## src/design/sys_clock_pkg.sv

```systemverilog
package sys_clock_pkg;

  // ==========================================================
  // Register offsets (byte addresses)
  localparam logic [3:0] CTRL_OFS = 4'h0;
  localparam logic [3:0] WAIT_OFS = 4'h4;
  localparam logic [3:0] STAT_OFS = 4'h8;

  // ==========================================================
  // Control register fields
  localparam int SRC_LSB = 0;
  localparam int DIV_LO_BIT = 3;
  localparam int DIV_HI_BIT = 4;
  localparam int DIV8_BIT = 5;
  localparam int PIN_SEL_BIT = 6;
  localparam int LSO_OFF_BIT = 7;
  localparam int HSO_EN_BIT = 8;
  localparam int PSTOP_BIT = 9;
  localparam int OCD_BIT = 10;
  localparam int LCR_BIT = 11;
  localparam int WLP_BIT = 12;
  localparam logic [31:0] CTRL_MASK = 32'h0000_1FFF;
  localparam logic [31:0] CTRL_RESET = 32'h0000_0021;

  // ==========================================================
  // Wait register and status fields
  localparam int WREQ_BIT = 0;
  localparam int EXIT_LO_BIT = 1;
  localparam int EXIT_HI_BIT = 2;
  localparam int EXIT_OVR_BIT = 3;
  localparam logic [31:0] WAIT_MASK = 32'h0000_000E;
  localparam logic [31:0] WAIT_RESET = 32'h0000_0000;
  localparam int IN_WAIT_BIT = 0;
  localparam int CPU_STOP_BIT = 1;
  localparam int LOW_PWR_BIT = 2;
  localparam int PEND_BIT = 3;
  localparam int ACT_SRC_LSB = 4;
  localparam int ACT_RATIO_LSB = 7;

  // ==========================================================
  // Source, divider, ratio and exit codes
  localparam logic [2:0] SRC_MAIN = 3'h0;
  localparam logic [2:0] SRC_LOW_INT = 3'h1;
  localparam logic [2:0] SRC_SUB = 3'h2;
  localparam logic [2:0] SRC_HIGH_INT = 3'h5;
  localparam logic [1:0] DIV_FIELD_1 = 2'h0;
  localparam logic [1:0] DIV_FIELD_2 = 2'h1;
  localparam logic [1:0] DIV_FIELD_4 = 2'h2;
  localparam logic [1:0] DIV_FIELD_16 = 2'h3;
  localparam logic [2:0] RATIO_1 = 3'h0;
  localparam logic [2:0] RATIO_2 = 3'h1;
  localparam logic [2:0] RATIO_4 = 3'h2;
  localparam logic [2:0] RATIO_8 = 3'h3;
  localparam logic [2:0] RATIO_16 = 3'h4;
  localparam logic [1:0] EXIT_KEEP = 2'h0;
  localparam logic [1:0] EXIT_DIV1 = 2'h1;
  localparam logic [1:0] EXIT_DIV8 = 2'h2;
  localparam logic [1:0] EXIT_DIV16 = 2'h3;

  // ==========================================================
  // Oscillator indices and divider width
  localparam int OSC_MAIN = 0;
  localparam int OSC_SUB = 1;
  localparam int OSC_LOW = 2;
  localparam int OSC_HIGH = 3;
  localparam int NUM_OSC = 4;
  localparam int DIV_WIDTH = 5;
  localparam int NUM_PCLK = 5;

  typedef enum logic [1:0] {
    ST_RUN = 2'b01,
    ST_WAIT = 2'b10
  } wait_state_e;

  // ==========================================================
  // Shared decoding
  function automatic logic sys_pick(input logic [2:0] src, input logic [3:0] osc);
    case (src)
      SRC_MAIN: sys_pick = osc[OSC_MAIN];
      SRC_SUB: sys_pick = osc[OSC_SUB];
      SRC_LOW_INT: sys_pick = osc[OSC_LOW];
      SRC_HIGH_INT: sys_pick = osc[OSC_HIGH];
      default: sys_pick = 1'b0;
    endcase
  endfunction : sys_pick

  function automatic logic [2:0] ratio_of(input logic force8, input logic [1:0] field);
    if (force8) begin
      ratio_of = RATIO_8;
    end else begin
      case (field)
        DIV_FIELD_1: ratio_of = RATIO_1;
        DIV_FIELD_2: ratio_of = RATIO_2;
        DIV_FIELD_4: ratio_of = RATIO_4;
        default: ratio_of = RATIO_16;
      endcase
    end
  endfunction : ratio_of

  function automatic logic clk_pick(input logic [2:0] ratio, input logic sys,
                                    input logic [4:0] cnt);
    case (ratio)
      RATIO_2: clk_pick = cnt[0];
      RATIO_4: clk_pick = cnt[1];
      RATIO_8: clk_pick = cnt[2];
      RATIO_16: clk_pick = cnt[3];
      default: clk_pick = sys;
    endcase
  endfunction : clk_pick

  function automatic logic [31:0] be_merge(input logic [31:0] old, input logic [31:0] wd,
                                           input logic [3:0] be);
    be_merge = old;
    for (int i = 0; i < 4; i++) begin
      if (be[i]) begin
        be_merge[i*8 +: 8] = wd[i*8 +: 8];
      end
    end
  endfunction : be_merge

endpackage : sys_clock_pkg

```

## src/design/signal_sync2.sv

```systemverilog
`timescale 1ns/100ps
module signal_sync2 #(
  parameter int WIDTH = 4
) (
  // Clock and reset
  input wire logic ref_clk,
  input wire logic rst_b,
  // Levels
  input wire logic [WIDTH-1:0] async_in,
  output logic [WIDTH-1:0] sync_out
);

  // ==========================================================
  // Two-stage synchroniser per bit
  generate
    for (genvar i = 0; i < WIDTH; i++) begin : g_bit
      logic meta_q;
      always_ff @(posedge ref_clk or negedge rst_b) begin
        if (!rst_b) begin
          meta_q <= 1'b0;
          sync_out[i] <= 1'b0;
        end else begin
          meta_q <= async_in[i];
          sync_out[i] <= meta_q;
        end
      end
    end
  endgenerate

endmodule : signal_sync2

```

## src/design/edge_divider.sv

```systemverilog
`timescale 1ns/100ps
module edge_divider #(
  parameter int WIDTH = 5
) (
  // Clock and reset
  input wire logic ref_clk,
  input wire logic rst_b,
  // Sampled system clock level and divided taps
  input wire logic sys_level,
  output logic [WIDTH-1:0] count_q
);

  logic prev_q;

  // ==========================================================
  // Count rising edges of the sampled system clock
  always_ff @(posedge ref_clk or negedge rst_b) begin
    if (!rst_b) begin
      prev_q <= 1'b0;
      count_q <= '0;
    end else begin
      prev_q <= sys_level;
      if (sys_level && !prev_q) begin
        count_q <= count_q + WIDTH'(1);
      end
    end
  end

endmodule : edge_divider

```

## src/design/system_clock_mode_and_wait_control.sv

```systemverilog
// What this block does
// - Main crystal clock is system clock when pin select is 1 and source 000b.
// - Sub crystal clock is system clock when source field holds 010b.
// - High-speed internal clock used when its enable is 1 and source 101b.
// - Low-speed internal clock used when its off bit is 0 and source 001b.
// - CPU divider: 00 none, 01 /2, 10 /4, 11 /16; force bit gives /8.
// - Wait mode stops CPU clock; oscillators keep running.
// - Peripheral stop bit gates all five prescaled clocks during wait.
// - Wait entered by sleep instruction or by writing 1 to wait request.
// - With stop detection enabled, wait does not stop the CPU.
// - I/O ports hold their pre-wait state throughout wait.
// - Wait from low-speed mode with transition enable enters low-power state.
// - Wait left on reset or enabled peripheral interrupt request.
// - Interrupt exit applies exit clock fields, updating force bit and divider.
//
// The implementer's own choices: the Avalon-MM register port and the address map.
`timescale 1ns/100ps
module system_clock_mode_and_wait_control #(
  parameter int PORT_WIDTH = 8
) (
  // Clock and reset
  input wire logic ref_clk,
  input wire logic rst_b,
  // Oscillator sources
  input wire logic main_crystal_clock,
  input wire logic sub_crystal_clock,
  input wire logic low_speed_internal_clock,
  input wire logic high_speed_internal_clock,
  // CPU core events
  input wire logic sleep_exec,
  input wire logic wake_irq,
  // Avalon-MM slave
  input wire logic [3:0] avs_address,
  input wire logic avs_read,
  input wire logic avs_write,
  input wire logic [31:0] avs_writedata,
  input wire logic [3:0] avs_byteenable,
  output logic [31:0] avs_readdata,
  output logic avs_waitrequest,
  // Generated clocks
  output logic cpu_clk,
  output logic [4:0] periph_clk,
  // I/O port hold
  input wire logic [PORT_WIDTH-1:0] port_in,
  output logic [PORT_WIDTH-1:0] port_out,
  // Mode outputs
  output logic wait_active,
  output logic low_power_active,
  output logic low_speed_osc_off,
  output logic high_speed_osc_enable,
  output logic osc_stop_detect_enable,
  output logic low_current_read_enable
);

  // ==========================================================
  // Parameter check
  generate
    if (PORT_WIDTH < 1 || PORT_WIDTH > 32) begin : g_bad_width
      $error("PORT_WIDTH must be 1 to 32");
    end
  endgenerate

  logic [3:0] osc_sync;
  logic [sys_clock_pkg::DIV_WIDTH-1:0] div_cnt;
  logic [31:0] ctrl_q;
  logic [31:0] wait_q;
  logic [31:0] stat_word;
  logic [31:0] rd_mux;
  logic [2:0] sel_src_q;
  logic [2:0] sel_ratio_q;
  logic [2:0] req_src;
  logic [2:0] req_src_eff;
  logic [2:0] req_ratio;
  logic [1:0] exit_sel;
  logic [4:0] ptap;
  logic [4:0] pgate_q;
  logic req_ok;
  logic pending;
  logic sys_level;
  logic cand_cur;
  logic cand_new;
  logic cpu_run_q;
  logic cpu_stop;
  logic pstop_wait;
  logic ack;
  logic bus_wr;
  logic wreq_wr;
  logic enter_now;
  logic exit_now;
  sys_clock_pkg::wait_state_e state_q;

  // ==========================================================
  // Source sampling and edge divider
  signal_sync2 #(
    .WIDTH(sys_clock_pkg::NUM_OSC)
  ) u_osc_sync (
    .ref_clk(ref_clk),
    .rst_b(rst_b),
    .async_in({high_speed_internal_clock, low_speed_internal_clock,
               sub_crystal_clock, main_crystal_clock}),
    .sync_out(osc_sync)
  );

  edge_divider #(
    .WIDTH(sys_clock_pkg::DIV_WIDTH)
  ) u_div (
    .ref_clk(ref_clk),
    .rst_b(rst_b),
    .sys_level(sys_level),
    .count_q(div_cnt)
  );

  // ==========================================================
  // Avalon handshake: one wait cycle per access
  assign ack = (avs_read || avs_write) && avs_waitrequest;
  assign bus_wr = avs_write && !avs_waitrequest;
  assign wreq_wr = bus_wr && (avs_address == sys_clock_pkg::WAIT_OFS) &&
                   avs_byteenable[0] && avs_writedata[sys_clock_pkg::WREQ_BIT];

  always_ff @(posedge ref_clk or negedge rst_b) begin
    if (!rst_b) begin
      avs_waitrequest <= 1'b1;
    end else begin
      avs_waitrequest <= !ack;
    end
  end

  // Read data loaded at the end of the wait cycle
  always_ff @(posedge ref_clk or negedge rst_b) begin
    if (!rst_b) begin
      avs_readdata <= 32'h0000_0000;
    end else if (ack && avs_read) begin
      avs_readdata <= rd_mux;
    end
  end

  // Read decode; unmapped reads return zero
  always_comb begin
    if (avs_address == sys_clock_pkg::CTRL_OFS) begin
      rd_mux = ctrl_q;
    end else if (avs_address == sys_clock_pkg::WAIT_OFS) begin
      rd_mux = wait_q;
      rd_mux[sys_clock_pkg::WREQ_BIT] = (state_q == sys_clock_pkg::ST_WAIT);
    end else if (avs_address == sys_clock_pkg::STAT_OFS) begin
      rd_mux = stat_word;
    end else begin
      rd_mux = 32'h0000_0000;
    end
  end

  // Status word
  always_comb begin
    stat_word = 32'h0000_0000;
    stat_word[sys_clock_pkg::IN_WAIT_BIT] = (state_q == sys_clock_pkg::ST_WAIT);
    stat_word[sys_clock_pkg::CPU_STOP_BIT] = !cpu_run_q;
    stat_word[sys_clock_pkg::LOW_PWR_BIT] = low_power_active;
    stat_word[sys_clock_pkg::PEND_BIT] = pending;
    stat_word[sys_clock_pkg::ACT_SRC_LSB +: 3] = sel_src_q;
    stat_word[sys_clock_pkg::ACT_RATIO_LSB +: 3] = sel_ratio_q;
  end

  // ==========================================================
  // Control register; exit update wins over a bus write
  assign exit_sel = wait_q[sys_clock_pkg::EXIT_HI_BIT:sys_clock_pkg::EXIT_LO_BIT];

  always_ff @(posedge ref_clk or negedge rst_b) begin
    if (!rst_b) begin
      ctrl_q <= sys_clock_pkg::CTRL_RESET;
    end else if (exit_now && exit_sel != sys_clock_pkg::EXIT_KEEP) begin
      ctrl_q[sys_clock_pkg::DIV8_BIT] <= (exit_sel == sys_clock_pkg::EXIT_DIV8);
      if (exit_sel == sys_clock_pkg::EXIT_DIV1) begin
        ctrl_q[sys_clock_pkg::DIV_HI_BIT:sys_clock_pkg::DIV_LO_BIT] <=
          sys_clock_pkg::DIV_FIELD_1;
      end else if (exit_sel == sys_clock_pkg::EXIT_DIV16) begin
        ctrl_q[sys_clock_pkg::DIV_HI_BIT:sys_clock_pkg::DIV_LO_BIT] <=
          sys_clock_pkg::DIV_FIELD_16;
      end
    end else if (bus_wr && avs_address == sys_clock_pkg::CTRL_OFS) begin
      ctrl_q <= sys_clock_pkg::be_merge(ctrl_q, avs_writedata, avs_byteenable) &
                sys_clock_pkg::CTRL_MASK;
    end
  end

  // Wait register exit fields
  always_ff @(posedge ref_clk or negedge rst_b) begin
    if (!rst_b) begin
      wait_q <= sys_clock_pkg::WAIT_RESET;
    end else if (bus_wr && avs_address == sys_clock_pkg::WAIT_OFS) begin
      wait_q <= sys_clock_pkg::be_merge(wait_q, avs_writedata, avs_byteenable) &
                sys_clock_pkg::WAIT_MASK;
    end
  end

  assign low_speed_osc_off = ctrl_q[sys_clock_pkg::LSO_OFF_BIT];
  assign high_speed_osc_enable = ctrl_q[sys_clock_pkg::HSO_EN_BIT];
  assign osc_stop_detect_enable = ctrl_q[sys_clock_pkg::OCD_BIT];
  assign low_current_read_enable = ctrl_q[sys_clock_pkg::LCR_BIT];

  // ==========================================================
  // Source request qualification
  assign req_src = ctrl_q[sys_clock_pkg::SRC_LSB +: 3];

  always_comb begin
    case (req_src)
      sys_clock_pkg::SRC_MAIN: req_ok = ctrl_q[sys_clock_pkg::PIN_SEL_BIT];
      sys_clock_pkg::SRC_SUB: req_ok = 1'b1;
      sys_clock_pkg::SRC_HIGH_INT: req_ok = ctrl_q[sys_clock_pkg::HSO_EN_BIT];
      sys_clock_pkg::SRC_LOW_INT: req_ok = !ctrl_q[sys_clock_pkg::LSO_OFF_BIT];
      default: req_ok = 1'b0;
    endcase
  end

  assign req_src_eff = req_ok ? req_src : sel_src_q;
  assign req_ratio = sys_clock_pkg::ratio_of(ctrl_q[sys_clock_pkg::DIV8_BIT],
    ctrl_q[sys_clock_pkg::DIV_HI_BIT:sys_clock_pkg::DIV_LO_BIT]);
  assign pending = (req_src_eff != sel_src_q) || (req_ratio != sel_ratio_q);
  assign sys_level = sys_clock_pkg::sys_pick(sel_src_q, osc_sync);
  assign cand_cur = sys_clock_pkg::clk_pick(sel_ratio_q, sys_level, div_cnt);
  assign cand_new = sys_clock_pkg::clk_pick(req_ratio,
    sys_clock_pkg::sys_pick(req_src_eff, osc_sync), div_cnt);

  always_ff @(posedge ref_clk or negedge rst_b) begin
    if (!rst_b) begin
      sel_src_q <= sys_clock_pkg::SRC_LOW_INT;
      sel_ratio_q <= sys_clock_pkg::RATIO_8;
    end else if (pending && !cand_cur && !cand_new) begin
      sel_src_q <= req_src_eff;
      sel_ratio_q <= req_ratio;
    end
  end

  // ==========================================================
  // Wait mode sequencer
  assign enter_now = (state_q == sys_clock_pkg::ST_RUN) && (sleep_exec || wreq_wr);
  assign exit_now = (state_q == sys_clock_pkg::ST_WAIT) && wake_irq;

  always_ff @(posedge ref_clk or negedge rst_b) begin
    if (!rst_b) begin
      state_q <= sys_clock_pkg::ST_RUN;
    end else begin
      case (state_q)
        sys_clock_pkg::ST_RUN: begin
          if (sleep_exec || wreq_wr) begin
            state_q <= sys_clock_pkg::ST_WAIT;
          end
        end
        sys_clock_pkg::ST_WAIT: begin
          if (wake_irq) begin
            state_q <= sys_clock_pkg::ST_RUN;
          end
        end
        default: state_q <= sys_clock_pkg::ST_RUN;
      endcase
    end
  end

  // One-hot wait bit, straight from its flop
  assign wait_active = state_q[1];

  always_ff @(posedge ref_clk or negedge rst_b) begin
    if (!rst_b) begin
      low_power_active <= 1'b0;
    end else if (enter_now) begin
      low_power_active <= ctrl_q[sys_clock_pkg::WLP_BIT] &&
        (sel_src_q == sys_clock_pkg::SRC_SUB || sel_src_q == sys_clock_pkg::SRC_LOW_INT);
    end else if (exit_now) begin
      low_power_active <= 1'b0;
    end
  end

  always_ff @(posedge ref_clk or negedge rst_b) begin
    if (!rst_b) begin
      port_out <= '0;
    end else if (state_q != sys_clock_pkg::ST_WAIT) begin
      port_out <= port_in;
    end
  end

  // ==========================================================
  // CPU clock gate, changed only while the clock is low
  // Stop detection keeps CPU running
  assign cpu_stop = (state_q == sys_clock_pkg::ST_WAIT) &&
                    !ctrl_q[sys_clock_pkg::OCD_BIT];

  always_ff @(posedge ref_clk or negedge rst_b) begin
    if (!rst_b) begin
      cpu_run_q <= 1'b1;
      cpu_clk <= 1'b0;
    end else begin
      if (!cand_cur) begin
        cpu_run_q <= !cpu_stop;
      end
      cpu_clk <= cand_cur && cpu_run_q;
    end
  end

  assign pstop_wait = (state_q == sys_clock_pkg::ST_WAIT) &&
                      ctrl_q[sys_clock_pkg::PSTOP_BIT];
  assign ptap = {div_cnt[4], div_cnt[2], div_cnt[1], div_cnt[0], sys_level};

  generate
    for (genvar i = 0; i < sys_clock_pkg::NUM_PCLK; i++) begin : g_pclk
      always_ff @(posedge ref_clk or negedge rst_b) begin
        if (!rst_b) begin
          pgate_q[i] <= 1'b1;
          periph_clk[i] <= 1'b0;
        end else begin
          if (!ptap[i]) begin
            pgate_q[i] <= !pstop_wait;
          end
          periph_clk[i] <= ptap[i] && pgate_q[i];
        end
      end
    end
  endgenerate
endmodule : system_clock_mode_and_wait_control

```

## config.mk

```make
export PLATFORM = sky130hd
export DESIGN_NAME = system_clock_mode_and_wait_control
export DESIGN_NICKNAME = d
export VERILOG_FILES = /design/src/design/sys_clock_pkg.sv /design/src/design/signal_sync2.sv /design/src/design/edge_divider.sv /design/src/design/system_clock_mode_and_wait_control.sv
export SDC_FILE = /design/constraint.sdc
export NUM_CORES = 1
export LEC_CHECK = 0
export ABC_AREA = 0
export BUFFER_PORTS_ARGS = -buffer_cell sky130_fd_sc_hd__buf_4
export CORE_MARGIN = 2
export CORE_UTILIZATION = 45
export DETAILED_ROUTE_END_ITERATION = 8
export MAX_ROUTING_LAYER = met4
export PLACE_DENSITY = 0.74
export SYNTH_ARGS = -nofsm -noshare
export SYNTH_HDL_FRONTEND = slang
export SYNTH_SLANG_ARGS = --single-unit
```

## constraint.sdc

```tcl
create_clock -name ref_clk -period 2.2 [get_ports ref_clk]
set_input_delay 0 -clock ref_clk [delete_from_list [all_inputs] [get_ports ref_clk]]
set_output_delay 0 -clock ref_clk [all_outputs]
set_load 0.01 [all_outputs]
```

==> results.json <==
{
  "fin_skew_ps": 9.42,
  "status": "completed",
  "ys_ff_latch": 73,
  "multi_input_area_um2": 1620,
  "fin_tns_setup_ps": 0,
  "cts.clk_slew.worst_paths_ps": 80,
  "combPwrFrac_pct": 37.8,
  "ant_nets": 0,
  "ir_drop_mv": 0.531,
  "initial_core_util_pct": 46.3,
  "synth_area_um2": 3580,
  "syn_to_final_growth_pct": 35.7,
  "cp.arrival_ps": 2400,
  "avgSynthCellArea_um2": 10.6,
  "fin_area_um2": 4860,
  "track_usage_pct": 19.7,
  "hp-start": "avs_address[2]",
  "worstPathRequired_ps": 2440,
  "critPathLaunchType": "register",
  "worstSetupEndpointType": "register",
  "die_area_um2": 8690,
  "synth_ff_type": "dfrtp_1",
  "final_util_pct": 62.9,
  "n_antenna_cell": 0,
  "place_area_um2": 4230,
  "finalNonFillerCells": 563,
  "fp.coreArea_um2": 7730,
  "r2r_setup_slack_ps": 40,
  "grt_setup_unrepaired": "true",
  "num_io_pins": 111,
  "slew_viol_final": 0,
  "row_count": 32,
  "period_share_pct": 98.2,
  "leakage_uw": 0.00226,
  "period_minus_slack_ps": 2160,
  "fp.dieW_um": 93.2,
  "p_clk_share_pct": 23.0,
  "synthDistinctLibCells": 60,
  "reg2reg_depth": 5,
  "drt_pass1_iterations": 4,
  "routed_via_density": 5.06,
  "postSynthCellCount": 339,
  "port_buffers": 70,
  "fp.dieH_um": 93.2,
  "vias": 2851,
  "antenna_found_initial": 0,
  "fin_nets": 516,
  "grt_max_degree": 74,
  "finalSetupViolCount": 0,
  "postSynth.asyncResetShare_pct": 100,
  "seq_area_frac_synth_pct": 51.5,
  "fillers": 640,
  "critPathMaxFanout": 7,
  "clock_path_buffers": 2,
  "numCtsBuffers": 9,
  "cts_tree": "built",
  "hold_viol": 0,
  "yosys_warnings": 0,
  "regArea_um2": 1850,
  "grt_pass1_vias": 2725,
  "gp_congestion": 0.831,
  "min_to": "avs_readdata[0]$_DFFE_PN0P_",
  "switchingPower_uw": 1690,
  "clk_latency_ps": 350,
  "hold-path-cell-count": 4,
  "h-tree-depth": 3,
  "overflow": 0,
  "r2r_end": "sel_src_q[2]$_DFFE_PN0P_",
  "cts_root_buf": "clkbuf_8",
  "power.density_nw_per_um2": 1030,
  "hold_path_class": "primary input to register",
  "slew_headroom_pct": 41.3,
  "first_iter_violations": 133,
  "wl_per_cell_um": 14.3,
  "worst_slew_pin_slew_ps": 880,
  "dp.cells": 512,
  "crit_type": "register to register",
  "r2r_start": "sel_ratio_q[0]$_DFFE_PN1P_",
  "switching_share_pct": 33.6,
  "seqPwrFrac_pct": 39.2,
  "drt_wl_total_mm": 8.04,
  "drc_errors": 0,
  "dp_hpwl_mm": 5.58,
  "drv_cap": 0,
  "p_int_uw": 3340,
  "grt_pass1_wl_mm": 12.9,
  "fmax_mhz": 463,
  "layout-drive-gt1-share_pct": 34.9,
  "synth_edf_count": 0,
  "cts_sinks": 73
}
-- layout by cell type (no fill, tap or decap), types with 4 or more instances in the layout --
cell           netlist  final
nor3b_1              4      4
o31ai_1              8      7
nor2b_1              7      7
xnor2_1              4      4
conb_1               1     19
o21ai_1              4      4
dfstp_2             13     13
mux2_2              15     15
and2_1               8      8
dfrtp_1             60     57
o21ai_0             11     11
nand2_1             56     56
inv_1                5      5
mux2i_1             14     14
a21oi_1             10     10
nor2_1              15     14
buf_4               19     93
dlygate4sd3_1        0     32
clkbuf_8             0     10
-- how the worst max path moves through the flow --
stage,from,cells after the start,slack (ps),to
global route,sel_ratio_q[1]$_DFFE_PN1P_,6,-30,sel_src_q[1]$_DFFE_PN0P_
detailed placement,ctrl_q[2]$_DFFE_PN0P_,6,-20,sel_src_q[2]$_DFFE_PN0P_
global placement,ctrl_q[2]$_DFFE_PN0P_,6,60,sel_src_q[1]$_DFFE_PN0P_
finish,sel_ratio_q[0]$_DFFE_PN1P_,5,40,sel_src_q[2]$_DFFE_PN0P_
floorplan,sel_ratio_q[0]$_DFFE_PN1P_,6,20,sel_src_q[1]$_DFFE_PN0P_
CTS,ctrl_q[2]$_DFFE_PN0P_,6,30,sel_src_q[2]$_DFFE_PN0P_
-- power by group through the flow --
stage	Combinational, uW	Clock [uW]	Sequential, uW
finish	1900	1160	1970
detailed placement	1730	0	1980
global placement	1680	0	1970
global route	2070	1250	2010
floorplan	1160	0	1880
CTS	1800	1180	1960
-- per-stage QoR --
stage / total power (uW) / hold slack, ps / setup slack (ps)
after floorplan: 3040 / -296 / 17.8
after global placement: 3650 / 110 / 63.4
after detailed placement: 3720 / 111 / -16.5
after CTS: 4940 / 50.9 / 28.7
after global routing: 5330 / 81.4 / -34.2
final: 5030 / 77.1 / 39.3
-- metal layers --
metal | track usage [%] | share of wire [%] | vias up
met5 | - | 0 | -
met1 | 25.9 | 46 | 1376
met2 | 30.7 | 48 | 79
met3 | 4.59 | 4.1 | 15
li1 | - | - | 1381
met4 | 5.76 | 1.8 | 0
-- worst max-delay path, cell delays in order, from the launching register on --
cell and delay [ps]:
dfstp_2 600, mux2_1 340, a221o_1 410, a211oi_4 220
o211ai_2 170, mux2_4 310
-- sequential cells by signal, summed over array words and instances, names as in the netlist, 2 cells and up --
signal	flops
avs_readdata	13
ctrl_q	13
port_out	8
periph_clk	5
pgate_q	5
u_div.count_q	5
u_osc_sync.g_bit.meta_q	4
u_osc_sync.sync_out	4
sel_ratio_q	3
sel_src_q	3
wait_q	3
state_q	2
-- cell families after synthesis --
kind of cell | share of synthesized area, %
adders and majority gates | 0.349
xor gates and xnor gates | 1.71
DFF | 51.5
muxes | 10.6
buffers and inverters | 6.85
AOI/OAI and AO/OA | 11.8
other | 0.105
and+or+nand+nor | 17.1
-- synthesized netlist by cell type, types with 4 or more instances --
library cell / instances / area, um2
o21ai_1: 4 / 20.0
a21oi_1: 10 / 50.1
inv_1: 5 / 18.8
dfstp_2: 13 / 342
nor3b_1: 4 / 30.0
nand2_1: 56 / 210
nor2_1: 15 / 56.3
nor2b_1: 7 / 43.8
o21ai_0: 11 / 55.1
xnor2_1: 4 / 35.0
o31ai_1: 8 / 60.1
clkbuf_1: 15 / 56.3
mux2i_1: 14 / 140
dfrtp_1: 60 / 1500
mux2_1: 5 / 56.3
and2_1: 8 / 50.1
mux2_2: 15 / 169
buf_4: 19 / 143
-- layout make-up --
class / instances / area share, %
flip-flops and latches: 73 / 38.0
multi-input cells: 240 / 33.3
repair buffers: 126 / 21.1
clock buffers: 10 / 2.83
well taps: 102 / 2.63
clock inverters: 5 / 1.65
inverters: 7 / 0.541
-- timing repair --
| item | CTS | global route |
|---|---|---|
| buffers inserted | 1 | 3 |
| hold buffers | 32 | 0 |
| setup endpoints to repair | 2 | 7 |
| gates cloned | 0 | 0 |
| gates resized for setup | 0 | 14 |
| pin swaps | 1 | 6 |
| hold endpoints to repair | 92 | 0 |
No activity file was read; power rests on OpenSTA's default activity.
